[src/hdl/fwg_defines.svh]
/*
  Offsets, field positions, widths and reset values of the flash window
  and debug id guard.
  Assumes it is included by bare name from every file that needs it.
*/
`ifndef FWG_DEFINES_SVH
`define FWG_DEFINES_SVH

// ======================================================================
// widths
`define FWG_ADDR_W        8
`define FWG_DATA_W        32
`define FWG_BLK_W         16
`define FWG_ID_W          128
`define FWG_ENG_N         6
`define FWG_ID_WORDS      4

// ======================================================================
// register byte offsets
`define FWG_OFS_CTRL      8'h00
`define FWG_OFS_STG_START 8'h04
`define FWG_OFS_STG_END   8'h08
`define FWG_OFS_WIN_START 8'h0c
`define FWG_OFS_WIN_END   8'h10
`define FWG_OFS_STATUS    8'h14
`define FWG_OFS_ID0       8'h20
`define FWG_OFS_ID1       8'h24
`define FWG_OFS_ID2       8'h28
`define FWG_OFS_ID3       8'h2c

// ======================================================================
// control command bits (write one to fire)
`define FWG_CTRL_SET      0
`define FWG_CTRL_CLR      1
`define FWG_CTRL_LOCK     2
`define FWG_CTRL_ERASE    3

// ======================================================================
// status bits
`define FWG_ST_LOCKBIT    0
`define FWG_ST_BUSY       1
`define FWG_ST_REFUSED    2
`define FWG_ST_ACCEPTED   3
`define FWG_ST_REJECTED   4

// ======================================================================
// id code fields and reset values
`define FWG_ID_ENABLE_BIT 127
`define FWG_ID_ERASE_BIT  126
`define FWG_ID_ERASED     128'hffffffff_ffffffff_ffffffff_ffffffff
`define FWG_LOCK_OPEN     1'b1
`define FWG_BLK_ZERO      16'h0000

`endif

[src/hdl/fwg_pkg.sv]
/*
  Types shared by the flash window and debug id guard.
  Assumes nothing of its surroundings.
*/
package fwg_pkg;

  // ======================================================================
  // debug / factory connection handling states
  typedef enum logic [1:0] {
    FWG_IDLE,
    FWG_CHECK,
    FWG_ERASE,
    FWG_HOLD
  } fwg_conn_e;

endpackage

[src/hdl/fwg_sync.sv]
/*
  Two-flop level synchroniser of parameterised width.
  Assumes each bit is a level that stays put long enough to be caught;
  a multi-bit word must be stable before its qualifier is raised.
*/
`timescale 1ns/1ns
module fwg_sync #(
  parameter int W = 1
) (
  input  wire logic         ref_clk,
  input  wire logic         rst_n,
  input  wire logic [W-1:0] d,
  output logic      [W-1:0] q
);

  // ======================================================================
  // first stage is read only by the second stage
  logic [W-1:0] meta;

  // plain two-stage chain, synchronous reset to zero
  always_ff @(posedge ref_clk) begin
    if (!rst_n) begin
      meta <= '0;
      q    <= '0;
    end else begin
      meta <= d;
      q    <= meta;
    end
  end

endmodule

[src/hdl/fwg_guard.sv]
/*
  Flash access window and debug id guard: an apb register slave that holds
  the programmable window, its one-way lock, and the 128-bit id code, checks
  flash program/erase requests against the window and judges debugger or
  boot programmer connections against the id code.
  Assumes engine_en, sguard_en and op_* come from logic on ref_clk; the
  dbg_* pins come from outside and are synchronised here. The tool holds
  dbg_id and dbg_factory stable before raising dbg_conn_req.
*/
// Contract
// - config writes refused while any transfer, panel, drawing or codec engine runs
// - window spans blocks from start up to but not including end
// - program or erase outside the window is blocked for every requester
// - after locking, setting new start and end leaves window unchanged
// - window clear writes zero to start and end, disabling window control
// - clear acts only before the lock is applied
// - clearing the lock bit makes the window setting permanent; here rst_n sets lock_bit open again and zeroes the window
// - after locking, flash outside the window becomes write-once
// - connecting tool presents an id compared with the stored 128-bit code
// - serial and usb boot programming use the same id check
// - id bit 127 zero rejects every debug and factory connection
// - bit 126 one: accept on match, factory mode entry erases flash
// - bit 126 zero: accept on match without erasing flash
// - no factory erase once the window is permanently locked
// - secure region guard enabled makes factory bootloader unavailable
// - full flash erase returns the id code to all ones
`timescale 1ns/1ns
`include "fwg_defines.svh"
module fwg_guard
  import fwg_pkg::*;
(
  input  wire logic                    ref_clk,
  input  wire logic                    rst_n,
  input  wire logic                    psel,
  input  wire logic                    penable,
  input  wire logic                    pwrite,
  input  wire logic [`FWG_ADDR_W-1:0]  paddr,
  input  wire logic [`FWG_DATA_W-1:0]  pwdata,
  output logic      [`FWG_DATA_W-1:0]  prdata,
  output logic                         pready,
  output logic                         pslverr,
  input  wire logic [`FWG_ENG_N-1:0]   engine_en,
  input  wire logic                    sguard_en,
  input  wire logic                    op_req,
  input  wire logic [`FWG_BLK_W-1:0]   op_blk,
  output logic                         op_grant,
  output logic                         op_deny,
  input  wire logic                    dbg_conn_req,
  input  wire logic                    dbg_factory,
  input  wire logic [`FWG_ID_W-1:0]    dbg_id,
  output logic                         conn_accept,
  output logic                         conn_reject,
  output logic                         flash_erase_req
);

  // ======================================================================
  // state
  logic [`FWG_BLK_W-1:0]  stg_start;
  logic [`FWG_BLK_W-1:0]  stg_end;
  logic [`FWG_BLK_W-1:0]  win_start;
  logic [`FWG_BLK_W-1:0]  win_end;
  logic                   lock_bit;
  logic [`FWG_ID_W-1:0]   id_code;
  logic                   refused;
  logic                   acc_seen;
  logic                   rej_seen;
  logic                   cfg_block;
  logic                   req_prev;
  fwg_conn_e              st;
  logic [`FWG_ID_W+1:0]   sync_q;

  // ======================================================================
  // apb decode
  wire                    apb_setup  = psel & ~penable;
  wire                    apb_access = psel & penable & pready;
  wire                    apb_wr     = apb_access & pwrite;
  wire                    hit_ctrl   = (paddr == `FWG_OFS_CTRL);
  wire                    hit_stg_s  = (paddr == `FWG_OFS_STG_START);
  wire                    hit_stg_e  = (paddr == `FWG_OFS_STG_END);
  wire                    hit_win_s  = (paddr == `FWG_OFS_WIN_START);
  wire                    hit_win_e  = (paddr == `FWG_OFS_WIN_END);
  wire                    hit_status = (paddr == `FWG_OFS_STATUS);
  wire [`FWG_ID_WORDS-1:0] hit_id    = {paddr == `FWG_OFS_ID3, paddr == `FWG_OFS_ID2,
                                        paddr == `FWG_OFS_ID1, paddr == `FWG_OFS_ID0};
  wire                    mapped     = hit_ctrl | hit_stg_s | hit_stg_e | hit_win_s
                                     | hit_win_e | hit_status | (|hit_id);
  // control and id words live in configuration memory
  wire                    cfg_target = hit_ctrl | (|hit_id);
  wire                    cfg_busy   = |engine_en;
  wire                    next_block = pwrite & cfg_target & cfg_busy;
  wire                    next_err   = ~mapped | next_block;

  // ======================================================================
  // read mux, sampled in the setup phase so prdata is a flop
  wire [`FWG_DATA_W-1:0]  rd_status  = {{(`FWG_DATA_W-5){1'b0}}, rej_seen, acc_seen,
                                        refused, cfg_busy, lock_bit};
  wire [`FWG_DATA_W-1:0]  rd_id      = hit_id[3] ? id_code[3*`FWG_DATA_W +: `FWG_DATA_W] :
                                       hit_id[2] ? id_code[2*`FWG_DATA_W +: `FWG_DATA_W] :
                                       hit_id[1] ? id_code[`FWG_DATA_W +: `FWG_DATA_W] : id_code[`FWG_DATA_W-1:0];
  wire [`FWG_DATA_W-1:0]  next_rdata = hit_stg_s  ? {16'h0000, stg_start} :
                                       hit_stg_e  ? {16'h0000, stg_end} :
                                       hit_win_s  ? {16'h0000, win_start} :
                                       hit_win_e  ? {16'h0000, win_end} :
                                       hit_status ? rd_status :
                                       (|hit_id)  ? rd_id : 32'h0000_0000;

  // ======================================================================
  // command decode: the busy verdict was frozen at setup
  wire                    cfg_wr_ok  = apb_wr & ~cfg_block;
  wire                    ctrl_wr    = cfg_wr_ok & hit_ctrl;
  wire                    set_fire   = ctrl_wr & pwdata[`FWG_CTRL_SET] & lock_bit;
  wire                    clr_fire   = ctrl_wr & pwdata[`FWG_CTRL_CLR] & lock_bit;
  wire                    lock_fire  = ctrl_wr & pwdata[`FWG_CTRL_LOCK];
  // a full erase would wipe the write-once area, so locking forbids it
  wire                    sw_erase   = ctrl_wr & pwdata[`FWG_CTRL_ERASE] & lock_bit;
  wire                    lock_try   = ctrl_wr & ~lock_bit & (pwdata[`FWG_CTRL_SET]
                                     | pwdata[`FWG_CTRL_CLR] | pwdata[`FWG_CTRL_ERASE]);
  wire                    refuse_ev  = (apb_wr & cfg_target & cfg_block) | lock_try;

  // ======================================================================
  // window next values; clear beats set when both are written
  wire [`FWG_BLK_W-1:0]   next_win_start = clr_fire ? `FWG_BLK_ZERO :
                                           set_fire ? stg_start : win_start;
  wire [`FWG_BLK_W-1:0]   next_win_end   = clr_fire ? `FWG_BLK_ZERO :
                                           set_fire ? stg_end : win_end;

  // ======================================================================
  // flash operation check
  wire                    win_off    = (win_start == `FWG_BLK_ZERO) & (win_end == `FWG_BLK_ZERO);
  wire                    in_win     = win_off | ((op_blk >= win_start) & (op_blk < win_end));

  // ======================================================================
  // connection judgement on synchronised pins
  wire [`FWG_ID_W-1:0]    id_s       = sync_q[`FWG_ID_W-1:0];
  wire                    factory_s  = sync_q[`FWG_ID_W];
  wire                    conn_s     = sync_q[`FWG_ID_W+1];
  wire                    req_rise   = conn_s & ~req_prev;
  wire                    id_match   = (id_s == id_code);
  wire                    deny       = ~id_code[`FWG_ID_ENABLE_BIT]
                                     | ~id_match
                                     | (factory_s & sguard_en);
  // erase only in the erasing mode and only while the window is unlocked
  wire                    want_erase = factory_s & id_code[`FWG_ID_ERASE_BIT] & lock_bit;
  wire                    erase_fire = (st == FWG_ERASE) | sw_erase;

  fwg_conn_e              next_st;
  always_comb begin
    next_st = st;
    case (st)
      FWG_IDLE:  if (req_rise) next_st = FWG_CHECK;
      FWG_CHECK: next_st = (!deny && want_erase) ? FWG_ERASE : FWG_HOLD;
      FWG_ERASE: next_st = FWG_HOLD;
      FWG_HOLD:  if (!conn_s) next_st = FWG_IDLE;
      default:   next_st = FWG_IDLE;
    endcase
  end

  // ======================================================================
  // pin synchroniser for the external tool
  fwg_sync #(
    .W (`FWG_ID_W + 2)
  ) u_sync (
    .ref_clk (ref_clk),
    .rst_n   (rst_n),
    .d       ({dbg_conn_req, dbg_factory, dbg_id}),
    .q       (sync_q)
  );

  // apb answer flops: zero wait states
  always_ff @(posedge ref_clk) begin
    if (!rst_n) begin
      pready    <= 1'b0;
      pslverr   <= 1'b0;
      prdata    <= 32'h0000_0000;
      cfg_block <= 1'b0;
    end else begin
      pready <= 1'b1;
      if (apb_setup) begin
        prdata    <= next_rdata;
        pslverr   <= next_err;
        cfg_block <= next_block;
      end else if (apb_access) begin
        pslverr   <= 1'b0;
        cfg_block <= 1'b0;
      end
    end
  end

  // staging registers, free to write at any time
  always_ff @(posedge ref_clk) begin
    if (!rst_n) begin
      stg_start <= `FWG_BLK_ZERO;
      stg_end   <= `FWG_BLK_ZERO;
    end else begin
      if (apb_wr && hit_stg_s) stg_start <= pwdata[`FWG_BLK_W-1:0];
      if (apb_wr && hit_stg_e) stg_end   <= pwdata[`FWG_BLK_W-1:0];
    end
  end

  // window and lock; the lock only ever falls
  always_ff @(posedge ref_clk) begin
    if (!rst_n) begin
      win_start <= `FWG_BLK_ZERO;
      win_end   <= `FWG_BLK_ZERO;
      lock_bit  <= `FWG_LOCK_OPEN;
    end else begin
      win_start <= next_win_start;
      win_end   <= next_win_end;
      if (lock_fire) lock_bit <= 1'b0;
    end
  end

  // id code words; erase wins over a word write
  always_ff @(posedge ref_clk) begin
    if (!rst_n) begin
      id_code <= `FWG_ID_ERASED;
    end else if (erase_fire) begin
      id_code <= `FWG_ID_ERASED;
    end else begin
      for (int i = 0; i < `FWG_ID_WORDS; i++) begin
        if (cfg_wr_ok && hit_id[i]) id_code[i*`FWG_DATA_W +: `FWG_DATA_W] <= pwdata;
      end
    end
  end

  // sticky status, write one to clear; a new event beats the clear
  always_ff @(posedge ref_clk) begin
    if (!rst_n) begin
      refused  <= 1'b0;
      acc_seen <= 1'b0;
      rej_seen <= 1'b0;
    end else begin
      refused  <= refuse_ev | (refused & ~(apb_wr & hit_status & pwdata[`FWG_ST_REFUSED]));
      acc_seen <= (st == FWG_CHECK && !deny)
                | (acc_seen & ~(apb_wr & hit_status & pwdata[`FWG_ST_ACCEPTED]));
      rej_seen <= (st == FWG_CHECK && deny)
                | (rej_seen & ~(apb_wr & hit_status & pwdata[`FWG_ST_REJECTED]));
    end
  end

  // flash request verdict, one cycle after the request
  always_ff @(posedge ref_clk) begin
    if (!rst_n) begin
      op_grant <= 1'b0;
      op_deny  <= 1'b0;
    end else begin
      op_grant <= op_req & in_win;
      op_deny  <= op_req & ~in_win;
    end
  end

  // connection state machine and its outputs
  always_ff @(posedge ref_clk) begin
    if (!rst_n) begin
      st              <= FWG_IDLE;
      req_prev        <= 1'b0;
      conn_accept     <= 1'b0;
      conn_reject     <= 1'b0;
      flash_erase_req <= 1'b0;
    end else begin
      st              <= next_st;
      req_prev        <= conn_s;
      flash_erase_req <= erase_fire;
      if (st == FWG_CHECK && deny) conn_reject <= 1'b1;
      if (st == FWG_CHECK && !deny && !want_erase) conn_accept <= 1'b1;
      if (st == FWG_ERASE) conn_accept <= 1'b1;
      if (st == FWG_HOLD && !conn_s) begin
        conn_accept <= 1'b0;
        conn_reject <= 1'b0;
      end
    end
  end
endmodule

[config.mk]
export PLATFORM = sky130hd
export DESIGN_NAME = fwg_guard
export DESIGN_NICKNAME = d
export VERILOG_FILES = /design/src/hdl/fwg_pkg.sv /design/src/hdl/fwg_sync.sv /design/src/hdl/fwg_guard.sv
export VERILOG_INCLUDE_DIRS = /design/src /design/src/hdl
export SDC_FILE = /design/constraint.sdc
export NUM_CORES = 1
export LEC_CHECK = 0
export BUFFER_PORTS_ARGS = -buffer_cell sky130_fd_sc_hd__buf_2
export CELL_PAD_IN_SITES_DETAIL_PLACEMENT = 1
export CELL_PAD_IN_SITES_GLOBAL_PLACEMENT = 1
export CORE_MARGIN = 3
export CORE_UTILIZATION = 36
export CTS_CLUSTER_DIAMETER = 60
export DETAILED_ROUTE_END_ITERATION = 10
export GPL_TIMING_DRIVEN = 0
export PLACE_DENSITY = 0.74
export SLEW_MARGIN = 20
export SYNTH_ARGS = -nofsm -noshare
export SYNTH_HDL_FRONTEND = slang
export SYNTH_HIERARCHICAL = 1
export SYNTH_SLANG_ARGS = --single-unit
[constraint.sdc]
create_clock -name ref_clk -period 5.95 [get_ports ref_clk]
set_clock_uncertainty 0.2 [all_clocks]
set_input_delay 0.2975 -clock ref_clk [delete_from_list [all_inputs] [get_ports ref_clk]]
set_output_delay 0.2975 -clock ref_clk [all_outputs]
set_load 0.05 [all_outputs]
# ---- Word-level counts from Yosys, hierarchy flattened
# Cells that the tools add are included.
dict set report classes {
  muxes 19
  reduce_logical 26
  n_lt_le_gt_ge 2
  eq_ne 15
  bitwise 64
}
# cell n
set op_table {}
lappend op_table {{32-bit two-way mux} 9}
lappend op_table {{128-bit equality test} 1}
lappend op_table {{1-bit AND} 34}
lappend op_table {{8-bit by 6-bit equality test with 1-bit output (second input constant)} 4}
lappend op_table {{16-bit logical NOT} 2}
lappend op_table {{1-bit OR} 18}
lappend op_table {{8-bit by 4-bit equality test with 1-bit output (second input constant)} 2}
lappend op_table {{8-bit by 5-bit equality test with 1-bit output (second input constant)} 2}
lappend op_table {{16-bit >= comparator} 1}
lappend op_table {{16-bit < comparator} 1}
lappend op_table {{1-bit inverter} 12}
lappend op_table {{1-bit logical AND} 11}
lappend op_table {{8-bit by 3-bit equality test with 1-bit output (second input constant)} 1}
lappend op_table {{8-bit logical NOT} 1}
lappend op_table {{2-bit case mux with 4 select lines} 1}
lappend op_table {{1-bit two-way mux} 7}
lappend op_table {{2-bit OR reduction} 3}
lappend op_table {{6-bit OR reduction} 1}
lappend op_table {{2-bit equality test (second input constant)} 2}
lappend op_table {{2-bit two-way mux} 2}
lappend op_table {{2-bit inequality test (second input constant)} 2}
lappend op_table {{2-bit nonzero test} 2}
lappend op_table {{4-bit OR reduction} 1}
lappend op_table {{1-bit logical NOT} 3}
lappend op_table {{other kinds (3)} 3}
dict set report word_totals {
  input_bits 199
  regBits 499
  elab_cells 151
  output_inout_bits 39
}

# ---- Logic depth before layout (Yosys ltp)
# Gate-level depths: netlist of the first run.
dict set report logic_depth {
  word_depth 10
  depth_mapped 9
  ltp_nobuf 9
}

# ---- Modules after synthesis
# The synthesis of the first run kept the hierarchy.
# mod cells_per_inst area_per_inst_um2 seq_area_each_um2 instances
set modules_own_cells {}
lappend modules_own_cells {fwg_guard 1627 12433.2 4784.6 1}
lappend modules_own_cells {fwg_sync 548 7101.8 5205.0 1}

# ---- Least setup slack after synthesis of the first run
# No wires, ideal clock.
dict set report synth_path {
  path_type {reg-to-reg}
  from {register pready}
  to {register id_code[19]}
  setup_time_ns 0.079
  period_less_slack_ns 2.470
  setup_slack_ns 3.480
  path_buffers 2
  arrival_time_ns 2.191
  path_stages_with_launch 9
  cell_sequence {dfxtp_1 > nand4_1 > nor2_2 > and3_1 > a21oi_1 > and2_1 > buf_2 > buf_2 > o211ai_1}
}
dict set report synth_via {
  elab_chain_len 8
  word_cells_on_any_way 9
  cone_classes {bitwise (7); reduce/logical (2)}
}
# item line
set synth_rtl {}
lappend synth_rtl {{from (decl)} fwg_guard.sv:40} ;# output logic pready,
lappend synth_rtl {{from (signal assigned)} fwg_guard.sv:172} ;# pready <= 1'b0;
lappend synth_rtl {{from (signal assigned)} fwg_guard.sv:177} ;# pready <= 1'b1;
lappend synth_rtl {{1-bit AND (*)} fwg_guard.sv:75} ;# wire apb_access = psel & penable & pready;
lappend synth_rtl {{1-bit AND (*)} fwg_guard.sv:76} ;# wire apb_wr = apb_access & pwrite;
lappend synth_rtl {{1-bit AND (*)} fwg_guard.sv:109} ;# wire cfg_wr_ok = apb_wr & ~cfg_block;
lappend synth_rtl {{1-bit AND} fwg_guard.sv:110} ;# wire ctrl_wr = cfg_wr_ok & hit_ctrl;
lappend synth_rtl {{1-bit AND (2 in a row)} fwg_guard.sv:115} ;# wire sw_erase = ctrl_wr & pwdata[`FWG_CTRL_ERASE] & lock_bit;
lappend synth_rtl {{1-bit OR} fwg_guard.sv:144} ;# wire erase_fire = (st == FWG_ERASE) | sw_erase;
lappend synth_rtl {{2-bit OR reduction (no line)} n/a}
lappend synth_rtl {{to (signal assigned)} fwg_guard.sv:216} ;# id_code <= `FWG_ID_ERASED;
lappend synth_rtl {{to (signal assigned)} fwg_guard.sv:218} ;# id_code <= `FWG_ID_ERASED;
lappend synth_rtl {{to (signal, indexed assignment)} fwg_guard.sv:221} ;# if (cfg_wr_ok && hit_id[i]) id_code[i*`FWG_DATA_W +: `FWG_DATA_W] <= pwdata;
lappend synth_rtl {{to (decl)} fwg_guard.sv:63} ;# logic [`FWG_ID_W-1:0] id_code;
# Every way passes the cells marked *; elsewhere a longest branch is shown, timed or not.
# A chain may end at the register's enable or synchronous reset.

# ---- Worst setup path after layout of the first run
dict set report layout_path {
  from {register id_code[109]}
  to {register conn_accept}
}
dict set report layout_via {
  elab_chain_len 8
}
# item line
set layout_rtl {}
lappend layout_rtl {{128-bit equality test} fwg_guard.sv:138} ;# wire id_match = (id_s == id_code);
lappend layout_rtl {{1-bit inverter} fwg_guard.sv:140} ;# | ~id_match
lappend layout_rtl {{1-bit OR (2 in a row)} fwg_guard.sv:139} ;# wire deny = ~id_code[`FWG_ID_ENABLE_BIT]
lappend layout_rtl {{1-bit logical NOT} fwg_guard.sv:265} ;# if (st == FWG_CHECK && !deny && !want_erase) conn_accept <= 1'b1;
lappend layout_rtl {{1-bit logical AND (2 in a row)} fwg_guard.sv:265}
lappend layout_rtl {{2-bit nonzero test (no line)} n/a}
lappend layout_rtl {{to (signal assigned)} fwg_guard.sv:265}
lappend layout_rtl {{to (signal assigned)} fwg_guard.sv:266} ;# if (st == FWG_ERASE) conn_accept <= 1'b1;
lappend layout_rtl {{to (signal assigned)} fwg_guard.sv:268} ;# conn_accept <= 1'b0;
lappend layout_rtl {{to (decl)} fwg_guard.sv:51} ;# output logic conn_accept,
# No other way between the ends.

==> results.rst, run 1 <==
.. list-table::
   :header-rows: 1

   * - Metric
     - Value
   * - Clock sink count
     - roughly 500
   * - Element type at the critical path end
     - flop
   * - Internal power
     - between 5 and 6 mW
   * - H-Tree Level Count
     - 2
   * - Leakage
     - 10.6 nW
   * - Switching Share
     - 0.252
   * - Total power
     - approximately 7.7 mW
   * - Wire per inst
     - roughly 25 um
   * - Number of warnings reported in the yosys synthesis log
     - 6
   * - CTS tree
     - yes
   * - Total clock buffers created by CTS
     - 55
   * - Final HPWL DP
     - about 63000 um
   * - Worst EP required
     - 6.30 ns
   * - Synthesis-to-layout area growth
     - 28.7%
   * - Slew at the pin closest to its max-slew limit
     - 1.03 ns
   * - Fmax
     - about 0.31 GHz
   * - Cell types with the largest area share after synthesis
     - sky130_fd_sc_hd__dfxtp_1 (51%), sky130_fd_sc_hd__and2_1 (8.6%), sky130_fd_sc_hd__nand2_1 (8.0%), sky130_fd_sc_hd__nand3_1 (2.7%), sky130_fd_sc_hd__a21oi_1 (2.4%)
   * - GRT overflow
     - 0
   * - Final Hold Fails
     - 0
   * - # nets final
     - between 2000 and 3000
   * - First-pass GRT wire length
     - 122000 um
   * - Part of the total power dissipated in sequential elements
     - 0.456
   * - Shortest period the worst path allows
     - 3.22 ns
   * - Mean instance size in the synthesized netlist
     - 8.98 um2
   * - Post-synthesis sequential element count
     - 499
   * - Horizontal die dimension
     - 239 um
   * - Number of detailed-route iterations in the first pass
     - 5
   * - Clk network pwr share
     - 0.457
   * - Tcrit/Tclk final
     - 0.541
   * - Outcome
     - finished clean
   * - Logic pwr share
     - 0.087
   * - Largest fanout on the critical path
     - 5
   * - Worst max-slew margin expressed relative to the limit
     - 0.305
   * - Clock-pin slew on the worst setup and hold paths
     - 0.06 ns
   * - Total Wirelength
     - 85100 um
   * - Largest net degree at the start of global routing
     - 16
   * - Library cell occupying the most area in the post-synthesis netlist
     - sky130_fd_sc_hd__dfxtp_1
   * - Unrepaired setup endpoints after global routing
     - false
   * - Sequential-to-total area share from yosys stat
     - 0.511
   * - I/O pin count
     - about 240
   * - Number of global-route vias before repair
     - ~19000
   * - Total net switching power
     - 1.94 mW
   * - Insertion delay to the later sink of the worst-skew pair
     - about 0.62 ns
   * - Overall via count from detail_route
     - 17900
   * - Crit path DAT
     - approximately 3.6 ns
   * - Antenna violations before repair
     - 7
   * - Total standard cell area after synthesis
     - ~20000 um2
   * - Number of failing setup endpoints in the final timing report
     - 0
   * - Routability congestion estimate
     - roughly 1
   * - Nets in the synthesized netlist
     - 2410
   * - Number of routed nets with antenna violations
     - 0
   * - Final number of max-transition violations
     - 0
   * - Min-delay worst type
     - in2reg
   * - WS Path Type
     - reg2reg
   * - Worst Hold Margin
     - 0.0448 ns
   * - Floorplan Core Area
     - 53100 um2
   * - Commonest cells after routing, fill and taps aside
     - sky130_fd_sc_hd__dfxtp_1 (499), sky130_fd_sc_hd__nand2_1 (414), sky130_fd_sc_hd__buf_2 (280), sky130_fd_sc_hd__and2_1 (268), sky130_fd_sc_hd__dlygate4sd3_1 (167)
   * - Initial Utilization
     - 0.368
   * - First-iteration detailed-routing DRC count
     - 1364
   * - Std-Cell Rows
     - 84
   * - Sort of element at the start of the critical path
     - flop
   * - Root Driver
     - sky130_fd_sc_hd__clkbuf_16
   * - Total die area
     - ~57000 um2
   * - P per Cell Area
     - 306 nW/um2
   * - Max capacitance violation total
     - 0
   * - Proportion of netlist area held by the largest area contributor
     - 0.511
   * - Number of buffer cells added on primary ports
     - 232
   * - Cell count after synthesis
     - 2175
   * - Post-CTS sizing
     - 0
   * - Worst ir drop on vdd
     - 0.206 mV
   * - GRT Overall Usage
     - 0.291
   * - Commonest non-fill, non-tap cell in the layout
     - sky130_fd_sc_hd__dfxtp_1
   * - Predominant post-synthesis flop cell
     - sky130_fd_sc_hd__dfxtp_1
   * - Die outline height
     - 239 um
   * - Count of flip-flops with a built-in enable after synthesis
     - 0
   * - Number of remaining DRC errors
     - 0
   * - Fraction of the core area covered by cells at the end of the flow
     - 0.474
   * - Fraction of registers with async set or reset after synthesis
     - 0
   * - Fraction of layout cells with a size suffix above 1
     - 0.157
   * - Unique cell type count in the Yosys netlist
     - 64
   * - Max Root-Sink Buffers
     - 3
   * - Drt via density
     - 5.31
   * - Setup TNS Final
     - 0 ns
[repair_timing]
action / 4_1_cts / 5_1_grt
hold buffers: 167 / 0
setup buffers: 0 / 0
hold endpoints to repair: 287 / 0
[critical path, cell delays in order, from the launching register on]
cell and delay [ns]:
sky130_fd_sc_hd__dfxtp_1 0.42, sky130_fd_sc_hd__and2b_1 0.22, sky130_fd_sc_hd__a2111oi_0 0.71, sky130_fd_sc_hd__nand4_1 0.23
sky130_fd_sc_hd__nor4_2 0.48, sky130_fd_sc_hd__nand4_2 0.34, sky130_fd_sc_hd__or3_1 0.48, sky130_fd_sc_hd__o21ai_2 0.06
[logic make-up (layout without fill, tap and decap cells)]
family	count (synthesis)	after routing	share of synthesized area
AO/OA/AOI/OAI	344	344	0.116
XOR/XNOR	64	64	0.0287
adder cells (fa/ha/maj)	36	36	0.0231
buffers and inverters	218	720	0.0544
flip-flops	499	499	0.511
multiplexers	30	30	0.0154
other	0	4	0
AND/OR/NAND/NOR	984	984	0.251
[metal layers]
metal  vias up  global-route usage  wire (um)
li1       8175                   -          -
met1      8746               0.359      34600
met2       759               0.492      40200
met3       193              0.0606       6430
met4         6               0.129       3810
met5         -                   0         42
[state kept, by name, indices dropped and copies added, names as in the netlist, 2 cells and up]
| name | flops |
|---|---|
| st | 2 |
| stg_start | 16 |
| win_end | 16 |
| id_code | 128 |
| prdata | 32 |
| u_sync/q | 130 |
| stg_end | 16 |
| win_start | 16 |
| u_sync/meta | 130 |
[per-stage QoR]
stage	area (um2)	std cells	setup slack [ns]
after detailed placement	21600	3096	2.69
after global placement	21600	3095	2.16
after floorplan	19500	2175	3.48
after global routing	25100	3368	2.66
final	25100	3369	2.73
after CTS	25100	3365	2.69
[layout make-up]
cell class | count | area (um2)
Fill cell | 6122 | 27900
Inverter | 93 | 349
Tap cell | 688 | 861
Multi-Input combinational cell | 1458 | 8480
Antenna cell | 4 | 10.0
Sequential cell | 499 | 9990
Timing Repair Buffer | 400 | 2840
Clock inverter | 31 | 338
Clock buffer | 71 | 1550
Buffer | 125 | 713
[power groups by stage]
stage / clock network (mW) / logic [mW] / registers (mW)
2_1_floorplan: 0 / 0.274 / 3.59
3_3_place_gp: 0 / 0.548 / 3.57
3_5_place_dp: 0 / 0.567 / 3.58
4_1_cts: 3.55 / 0.655 / 3.50
5_1_grt: 3.71 / 0.714 / 3.51
6_report: 3.51 / 0.671 / 3.51
[path summary, 6_finish.rpt]
check | startpoint | end | slack, ns | depth (start not counted)
worst max register to register | id_code[109] | conn_accept | 2.73 | 7
worst min-delay path | pwdata[3] | stg_start[3] | 0.04 | 3
worst max-delay path | id_code[109] | conn_accept | 2.73 | 7
worst min register to register | u_sync/meta[73] | u_sync/q[73] | 0.23 | 1
[synthesized netlist by cell type (all sizes together) (13+ instances only)]
library cell,number
nor2,69
nor2b,32
nor3,18
nand3,105
a211oi,16
clkbuf,47
a2111oi,13
o21ai,53
mux2i,30
buf,78
nor4,30
a21oi,94
ha,36
o211ai,41
nand2,415
inv,93
xor2,44
a21boi,34
and2,268
xnor2,20
o22ai,25
dfxtp,499
nand4,17
Note: power is estimated with default switching activity, not from simulation.
==> run 2, diff against run 1 <==
--- a/config.mk
+++ b/config.mk
@@ -14,7 +14,7 @@
 export CTS_CLUSTER_DIAMETER = 60
 export DETAILED_ROUTE_END_ITERATION = 10
 export GPL_TIMING_DRIVEN = 0
-export PLACE_DENSITY = 0.74
+export PLACE_DENSITY = 0.76
 export SLEW_MARGIN = 20
 export SYNTH_ARGS = -nofsm -noshare
 export SYNTH_HDL_FRONTEND = slang
==> constraint.sdc (replaced) <==
create_clock -name ref_clk -period 2.6 [get_ports ref_clk]
set_clock_uncertainty 0.2 [all_clocks]
set_input_delay 0.13 -clock ref_clk [delete_from_list [all_inputs] [get_ports ref_clk]]
set_output_delay 0.13 -clock ref_clk [all_outputs]
set_load 0.05 [all_outputs]
==> results.rst, run 2 (synthesized netlist as in run 1, its figures left out) <==
.. list-table::
   :header-rows: 1

   * - Metric
     - Value
   * - Outcome
     - finished, violations left
   * - Violations in the final reports
     - negative setup slack
   * - Commonest non-fill, non-tap cell in the layout
     - sky130_fd_sc_hd__dfxtp_1
   * - Sort of element at the start of the critical path
     - flop
   * - Slowest stage cell, crit path
     - sky130_fd_sc_hd__or3_1
   * - Root Driver
     - sky130_fd_sc_hd__clkbuf_16
   * - Multi-input combinational cell area
     - 8730 um2
   * - Family with the most delay on the worst path
     - simple AND/OR/NAND/NOR gates
   * - Shortest period the worst path allows
     - 2.62 ns
   * - Tcrit/Tclk final
     - 1.01
   * - Number of global-route vias before repair
     - 19000
   * - Final Hold Fails
     - 0
   * - Total die area
     - ~57000 um2
   * - Number of failing setup endpoints in the final timing report
     - 1
   * - Initial Utilization
     - 0.368
   * - Number of cells traversed by the worst register-to-register path
     - 6
   * - Antenna violations before repair
     - 3
   * - Total power
     - 17.6 mW
   * - Worst stage delay on the critical path
     - 0.56 ns
   * - # nets final
     - 2880
   * - Worst EP required
     - 2.94 ns
   * - Drt via density
     - 5.31
   * - Crit path DAT
     - 2.96 ns
   * - Number of inserted filler cells in the final layout
     - 6111
   * - Met1 layer usage reported by global route
     - 0.367
   * - Max capacitance violation total
     - 0
   * - Clock sink count
     - 499
   * - Hold path start
     - paddr[3]
   * - Routability congestion estimate
     - around 0.98
   * - Logic pwr share
     - 0.089
   * - Commonest cells after routing, fill and taps aside
     - sky130_fd_sc_hd__dfxtp_1 (488), sky130_fd_sc_hd__nand2_1 (414), sky130_fd_sc_hd__buf_2 (280), sky130_fd_sc_hd__and2_1 (267), sky130_fd_sc_hd__dlygate4sd3_1 (178)
   * - Biggest registers after layout
     - u_sync/meta: 130 flops, u_sync/q: 130 flops, id_code: 128 flops
   * - Clk network pwr share
     - 0.455
   * - Layer with the highest usage
     - met2
   * - Worst max-slew margin expressed relative to the limit
     - 0.453
   * - Total net switching power
     - around 4.4 mW
   * - Fmax
     - about 0.38 GHz
   * - Element type at the critical path end
     - flop
   * - Worst flop-to-flop path startpoint
     - id_code[96]
   * - Global-route met2 utilization
     - 0.510
   * - Number of remaining DRC errors
     - 0
   * - Number of routed nets with antenna violations
     - 0
   * - Largest net degree at the start of global routing
     - 20
   * - Cells along the critical path
     - xor2_1 -> nor4_2 -> nand3_1 -> or3_1 -> or3_4 -> o21ai_2
   * - Horizontal die dimension
     - 239 um
   * - Setup TNS Final
     - -0.0241 ns
   * - Layout Cell Area excl Fill
     - 25500 um2
   * - WS Path Type
     - reg2reg
   * - Worst ir drop on vdd
     - 0.464 mV
   * - Std-Cell Rows
     - 84
   * - Switching Share
     - 0.247
   * - Crit Reg-Reg Endpoint
     - conn_accept
   * - Final number of max-transition violations
     - 0
   * - Final WS setup
     - -0.0241 ns
   * - I/O pin count
     - 238
   * - Area taken by flip-flops and latches
     - 10000 um2
   * - Global-route met3 utilization
     - 0.0437
   * - GRT Overall Usage
     - 0.295
   * - Number of buffer cells added on primary ports
     - 232
   * - Placed Cells
     - about 3100
   * - Source of the critical timing path
     - id_code[96]
   * - Min-delay worst type
     - in2reg
   * - First-iteration detailed-routing DRC count
     - between 1000 and 1500
   * - Endpoint of the worst setup timing path
     - conn_accept
   * - Overall via count from detail_route
     - between 15000 and 20000
   * - Total Wirelength
     - 85400 um
   * - CP Buf/Inv Count
     - 0
   * - Unrepaired setup endpoints after global routing
     - true
   * - Total stage count of the critical path
     - 6
   * - Worst Hold Margin
     - 0.0465 ns
   * - Placement Cell Area
     - 21600 um2
   * - Final HPWL DP
     - between 60000 and 70000 um
   * - Number of standard cells in the final layout excluding fillers
     - 3380
   * - Fraction of the core area covered by cells at the end of the flow
     - 0.481
   * - First-pass GRT wire length
     - 124000 um
   * - Internal power
     - between 10 and 15 mW
   * - CTS tree
     - yes
   * - Total clock buffers created by CTS
     - 53
   * - Synthesis-to-layout area growth
     - 30.6%
   * - Number of detailed-route iterations in the first pass
     - 5
   * - Part of the total power dissipated in sequential elements
     - 0.456
   * - P per Cell Area
     - 690 nW/um2
   * - Wire per inst
     - about 25 um
   * - Fraction of layout cells with a size suffix above 1
     - 0.170
   * - Post-Place Worst Slack
     - -0.712 ns
   * - Max Root-Sink Buffers
     - 3
   * - GRT overflow
     - 0
   * - Slew at the pin closest to its max-slew limit
     - 0.820 ns
   * - Largest fanout on the critical path
     - 5
   * - Die outline height
     - 239 um
   * - Setup slack of the most critical reg-to-reg path
     - -0.02 ns
   * - Floorplan Core Area
     - between 50000 and 60000 um2
   * - Clock-pin slew on the worst setup and hold paths
     - 0.06 ns
   * - Insertion delay to the later sink of the worst-skew pair
     - ~0.61 ns
   * - H-Tree Level Count
     - 2
   * - Leakage
     - 10.7 nW
## run 2: cell count changes in the layout (fill, tap and decap cells not counted), moves of 6 or more
cell	change
sky130_fd_sc_hd__a2111oi_0	-8
sky130_fd_sc_hd__buf_4	+6
sky130_fd_sc_hd__dfxtp_1	-11
sky130_fd_sc_hd__dlygate4sd3_1	+11
sky130_fd_sc_hd__dfxtp_2	+8
sky130_fd_sc_hd__nor4_1	-6
## run 2: worst min path at each step
stage / end / slack [ns] / depth (start not counted)
6_report: id_code[31] / 0.05 / 5
5_1_grt: u_sync/meta[120] / 0.06 / 3
4_1_cts: id_code[31] / 0.006 / 5
3_5_place_dp: u_sync/meta[86] / 0.14 / 2
3_3_place_gp: u_sync/meta[125] / 0.14 / 2
2_1_floorplan: pready / -0.04 / 0
## run 2: worst reg2reg max path, delay by kind of cell, from the launching register on
kind	cells	cell delay, ns
and+or+nand+nor	4	1.70
DFF	1	0.49
xor gates and xnor gates	1	0.13
AOI/OAI and AO/OA	1	0.06
## run 2: power groups by stage
stage	logic, mW	registers, mW	clock network, mW
global route	1.68	8.04	8.43
global placement	1.25	8.18	0
finish	1.57	8.02	8.02
floorplan	0.628	8.23	0
CTS	1.52	8.02	8.09
detailed placement	1.31	8.19	0
## run 2: layout make-up
type / instances / share of cell area
clock inverters: 24 / 0.0109
clock buffers: 75 / 0.0616
plain buffers: 124 / 0.0280
diodes: 3 / 0.000294
multi-input cells: 1458 / 0.342
well taps: 688 / 0.0337
flip-flops and latches: 499 / 0.392
inverters: 93 / 0.0137
repair buffers: 416 / 0.117
## run 2: metal layers
metal,up-vias,share of wire
met5,-,0
met4,0,0.047
met3,194,0.064
met2,709,0.48
met1,8853,0.41
li1,8208,-
## run 2: repair_timing
| action | in CTS | in global routing |
|---|---|---|
| setup buffers | 3 | 3 |
| endpoints found under the setup margin | 159 | 18 |
| gates cloned | 0 | 0 |
| hold buffers | 178 | 0 |
| pin swaps | 2 | 10 |
| gates resized for setup | 23 | 40 |
| hold endpoints to repair | 303 | 0 |
==> run 3, diff against run 2 <==
--- a/config.mk
+++ b/config.mk
@@ -6,6 +6,7 @@
 export SDC_FILE = /design/constraint.sdc
 export NUM_CORES = 1
 export LEC_CHECK = 0
+export ABC_AREA = 1
 export BUFFER_PORTS_ARGS = -buffer_cell sky130_fd_sc_hd__buf_2
 export CELL_PAD_IN_SITES_DETAIL_PLACEMENT = 1
 export CELL_PAD_IN_SITES_GLOBAL_PLACEMENT = 1
@@ -14,7 +15,8 @@
 export CTS_CLUSTER_DIAMETER = 60
 export DETAILED_ROUTE_END_ITERATION = 10
 export GPL_TIMING_DRIVEN = 0
-export PLACE_DENSITY = 0.76
+export PLACE_DENSITY = 0.79
+export SETUP_SLACK_MARGIN = 0.15
 export SLEW_MARGIN = 20
 export SYNTH_ARGS = -nofsm -noshare
 export SYNTH_HDL_FRONTEND = slang
==> results.rst, run 3 <==
.. list-table::
   :header-rows: 1

   * - Metric
     - Value
   * - Outcome
     - finished clean
   * - # nets final
     - 3788
   * - Final Hold Fails
     - 0
   * - First-pass GRT wire length
     - 136000 um
   * - Commonest non-fill, non-tap cell in the layout
     - sky130_fd_sc_hd__nand2_1
   * - Synthesis-to-layout area growth
     - 27.8%
   * - Antenna violations before repair
     - 0
   * - Proportion of netlist area held by the largest area contributor
     - 0.463
   * - Overall via count from detail_route
     - 21400
   * - Sequential-to-total area share from yosys stat
     - 0.463
   * - Placed Cells
     - 4079
   * - Cell count after synthesis
     - a little over 3000
   * - Initial Utilization
     - 0.365
   * - Number of global-route vias before repair
     - 22100
   * - Clk network pwr share
     - 0.449
   * - Number of detailed-route iterations in the first pass
     - 5
   * - Internal power
     - 13.1 mW
   * - Worst ir drop on vdd
     - around 0.47 mV
   * - Number of warnings reported in the yosys synthesis log
     - 6
   * - Total clock buffers created by CTS
     - 55
   * - Worst flop-to-flop path startpoint
     - pready
   * - Clock sink count
     - 499
   * - I/O pin count
     - 238
   * - Min-delay worst type
     - in2reg
   * - Fraction of the mapped netlist area in compound gates
     - 0.118
   * - Insertion delay to the later sink of the worst-skew pair
     - 0.62 ns
   * - Die outline height
     - 251 um
   * - Worst Hold Margin
     - ~0.04 ns
   * - Destination of the worst hold path
     - u_sync/meta[89]
   * - Layout Cell Area excl Fill
     - ~28000 um2
   * - Simple-Gate Fraction of Synth Area
     - 0.246
   * - Number of standard cells in the final layout excluding fillers
     - 4370
   * - Leakage
     - 15.8 nW
   * - Commonest cells after routing, fill and taps aside
     - sky130_fd_sc_hd__nand2_1 (1056), sky130_fd_sc_hd__inv_1 (644), sky130_fd_sc_hd__dfxtp_1 (496), sky130_fd_sc_hd__buf_2 (263), sky130_fd_sc_hd__nor2_1 (187)
   * - Root Driver
     - sky130_fd_sc_hd__clkbuf_16
   * - Predominant post-synthesis flop cell
     - sky130_fd_sc_hd__dfxtp_1
   * - Final number of max-transition violations
     - 0
   * - Hold path start
     - dbg_id[89]
   * - Max Root-Sink Buffers
     - 3
   * - Total Wirelength
     - 92200 um
   * - Unique cell type count in the Yosys netlist
     - 34
   * - Number of antenna cells inserted
     - 0
   * - Crit Reg-Reg Endpoint
     - id_code[109]
   * - Final HPWL DP
     - 68400 um
   * - Final WS setup
     - ~0.18 ns
   * - Fmax
     - between 0.4 and 0.5 GHz
   * - Unrepaired setup endpoints after global routing
     - true
   * - Largest fanout on the critical path
     - 10
   * - Wire per inst
     - between 20 and 25 um
   * - Adder-Cell Fraction of Synth Area
     - 0.0209
   * - GRT Overall Usage
     - 0.286
   * - Largest net degree at the start of global routing
     - 16
   * - Number of remaining DRC errors
     - 0
   * - P per Cell Area
     - 639 nW/um2
   * - Combinational family with the most area after synthesis
     - simple AND/OR/NAND/NOR gates
   * - Placement Cell Area
     - about 24000 um2
   * - Mean instance size in the synthesized netlist
     - 7.03 um2
   * - H-Tree Level Count
     - 2
   * - Std-Cell Rows
     - 89
   * - GRT overflow
     - 0
   * - Logic pwr share
     - 0.097
   * - Number of failing setup endpoints in the final timing report
     - 0
   * - Worst EP required
     - 2.94 ns
   * - Post-synthesis sequential element count
     - 499
   * - Total die area
     - 62900 um2
   * - Element type at the critical path end
     - flop
   * - Most frequent cell after synthesis
     - sky130_fd_sc_hd__nand2_1
   * - Part of the total power dissipated in sequential elements
     - 0.455
   * - Setup slack of the most critical reg-to-reg path
     - 0.24 ns
   * - Sort of element at the start of the critical path
     - primary input
   * - Multiplexer share of the synthesized area
     - 0
   * - Drt via density
     - ~4.9
   * - Number of routed nets with antenna violations
     - 0
   * - Slew at the pin closest to its max-slew limit
     - 0.858 ns
   * - Fraction of layout cells with a size suffix above 1
     - 0.128
   * - Nets in the synthesized netlist
     - 3304
   * - Cell types with the largest area share after synthesis
     - sky130_fd_sc_hd__dfxtp_1 (46%), sky130_fd_sc_hd__nand2_1 (18%), sky130_fd_sc_hd__inv_1 (11%), sky130_fd_sc_hd__o211ai_1 (5.4%), sky130_fd_sc_hd__nor2_1 (3.3%)
   * - WS Path Type
     - in2reg
   * - Fraction of registers with async set or reset after synthesis
     - 0
   * - Floorplan Core Area
     - about 59000 um2
   * - Switching Share
     - 0.258
   * - Max capacitance violation total
     - 0
   * - Crit path DAT
     - 2.77 ns
   * - Fraction of synthesized cell area in xor and xnor cells
     - 0.00365
   * - Worst hold stages
     - 4
   * - Post-Place Worst Slack
     - -0.0538 ns
   * - Horizontal die dimension
     - 251 um
   * - Total net switching power
     - 4.54 mW
   * - Tcrit/Tclk final
     - 0.933
   * - First-iteration detailed-routing DRC count
     - 1515
   * - Count of flip-flops with a built-in enable after synthesis
     - 0
   * - Total power
     - 17.6 mW
   * - Number of buffer cells added on primary ports
     - 237
   * - Clock-pin slew on the worst setup and hold paths
     - 0.06 ns
   * - Library cell occupying the most area in the post-synthesis netlist
     - sky130_fd_sc_hd__dfxtp_1
   * - CTS tree
     - yes
   * - Number of cells traversed by the worst register-to-register path
     - 6
   * - Routability congestion estimate
     - between 1 and 1.5
   * - Biggest registers after layout
     - u_sync/meta: 130 flops, u_sync/q: 130 flops, id_code: 128 flops
   * - Worst max-slew margin expressed relative to the limit
     - 0.428
   * - Total standard cell area after synthesis
     - 21600 um2
   * - Shortest period the worst path allows
     - roughly 2.4 ns
   * - Most instantiated cells after synthesis
     - sky130_fd_sc_hd__nand2_1 (1057), sky130_fd_sc_hd__inv_1 (647), sky130_fd_sc_hd__dfxtp_1 (499)
[run 3: cell types whose count changed after synthesis, moves of 28 or more]
cell	change
sky130_fd_sc_hd__mux2i_1	-30
sky130_fd_sc_hd__nor2b_1	-32
sky130_fd_sc_hd__inv_1	+554
sky130_fd_sc_hd__a21oi_1	+39
sky130_fd_sc_hd__a21boi_0	-28
sky130_fd_sc_hd__nand3_1	-69
sky130_fd_sc_hd__nand2_1	+643
sky130_fd_sc_hd__and2_1	-268
sky130_fd_sc_hd__xor2_1	-44
sky130_fd_sc_hd__o21ai_0	+31
sky130_fd_sc_hd__nor2_1	+121
sky130_fd_sc_hd__o211ai_1	+113
[run 3: cells by family after synthesis]
logic type	Yosys count
simple gates	1343
compound gates	411
fa+ha+maj	36
xor+xnor	9
flops	499
buf+inv	771
[run 3: repair_timing]
action | in CTS | in global routing
hold endpoints to repair | 310 | 0
hold buffers | 185 | 0
pin swaps | 0 | 3
endpoints found under the setup margin | 78 | 174
setup buffers | 0 | 5
resized for setup | 2 | 40
[run 3: worst max-delay path by stage]
stage | to | cells past startpoint | slack, ns | startpoint
after floorplan | id_code[127] | 8 | 0.42 | pready
final | stg_start[11] | 10 | 0.18 | paddr[4]
after global placement | id_code[114] | 10 | -0.05 | paddr[1]
after global routing | refused | 11 | 0.11 | paddr[4]
after detailed placement | id_code[112] | 10 | -0.05 | paddr[1]
after CTS | id_code[52] | 5 | 0.15 | pready
[run 3: per-layer routing]
metal / share of wire / wire length [um] / GRT usage / vias to the layer above
met5: 0 / 0 / 0 / -
met4: 0.048 / 4450 / 0.125 / 0
met3: 0.064 / 5860 / 0.0517 / 207
met2: 0.47 / 43400 / 0.490 / 715
met1: 0.42 / 38600 / 0.354 / 10200
li1: - / - / - / 10200
[run 3: layout make-up]
type / instances / area (um2)
inverter: 655 / 2460
sequential: 499 / 9990
buffer: 116 / 768
fill: 7494 / 31500
clock buffer: 77 / 1580
multi-input combinational: 1799 / 8490
clock inverter: 24 / 264
timing repair buffer: 427 / 3080
tap: 773 / 967
[run 3: power by group through the flow]
stage               clock network (mW)  logic, mW  registers, mW
finish                            7.92       1.71           8.02
detailed placement                   0       1.43           8.19
global route                      8.33       1.86           8.04
global placement                     0       1.39           8.18
CTS                               8.01       1.64           8.02
floorplan                            0      0.765           8.18
[run 3: through the flow]
| step | utilization | TNS, ns |
|---|---|---|
| floorplan | - | 0 |
| CTS | 0.464 | 0 |
| global route | 0.467 | 0 |
| finish | 0.467 | 0 |
| global placement | 0.401 | -0.530 |
| detailed placement | 0.401 | -0.602 |
[run 3: critical path: stages]
cell and delay, ns:
sky130_fd_sc_hd__buf_2 0.11, sky130_fd_sc_hd__dlygate4sd3_1 0.60, sky130_fd_sc_hd__nor2_4 0.15, sky130_fd_sc_hd__buf_4 0.13, sky130_fd_sc_hd__nand2_2 0.08, sky130_fd_sc_hd__dlygate4sd3_1 0.62
sky130_fd_sc_hd__nor2_2 0.25, sky130_fd_sc_hd__buf_2 0.37, sky130_fd_sc_hd__o21ai_0 0.15, sky130_fd_sc_hd__a21oi_1 0.17
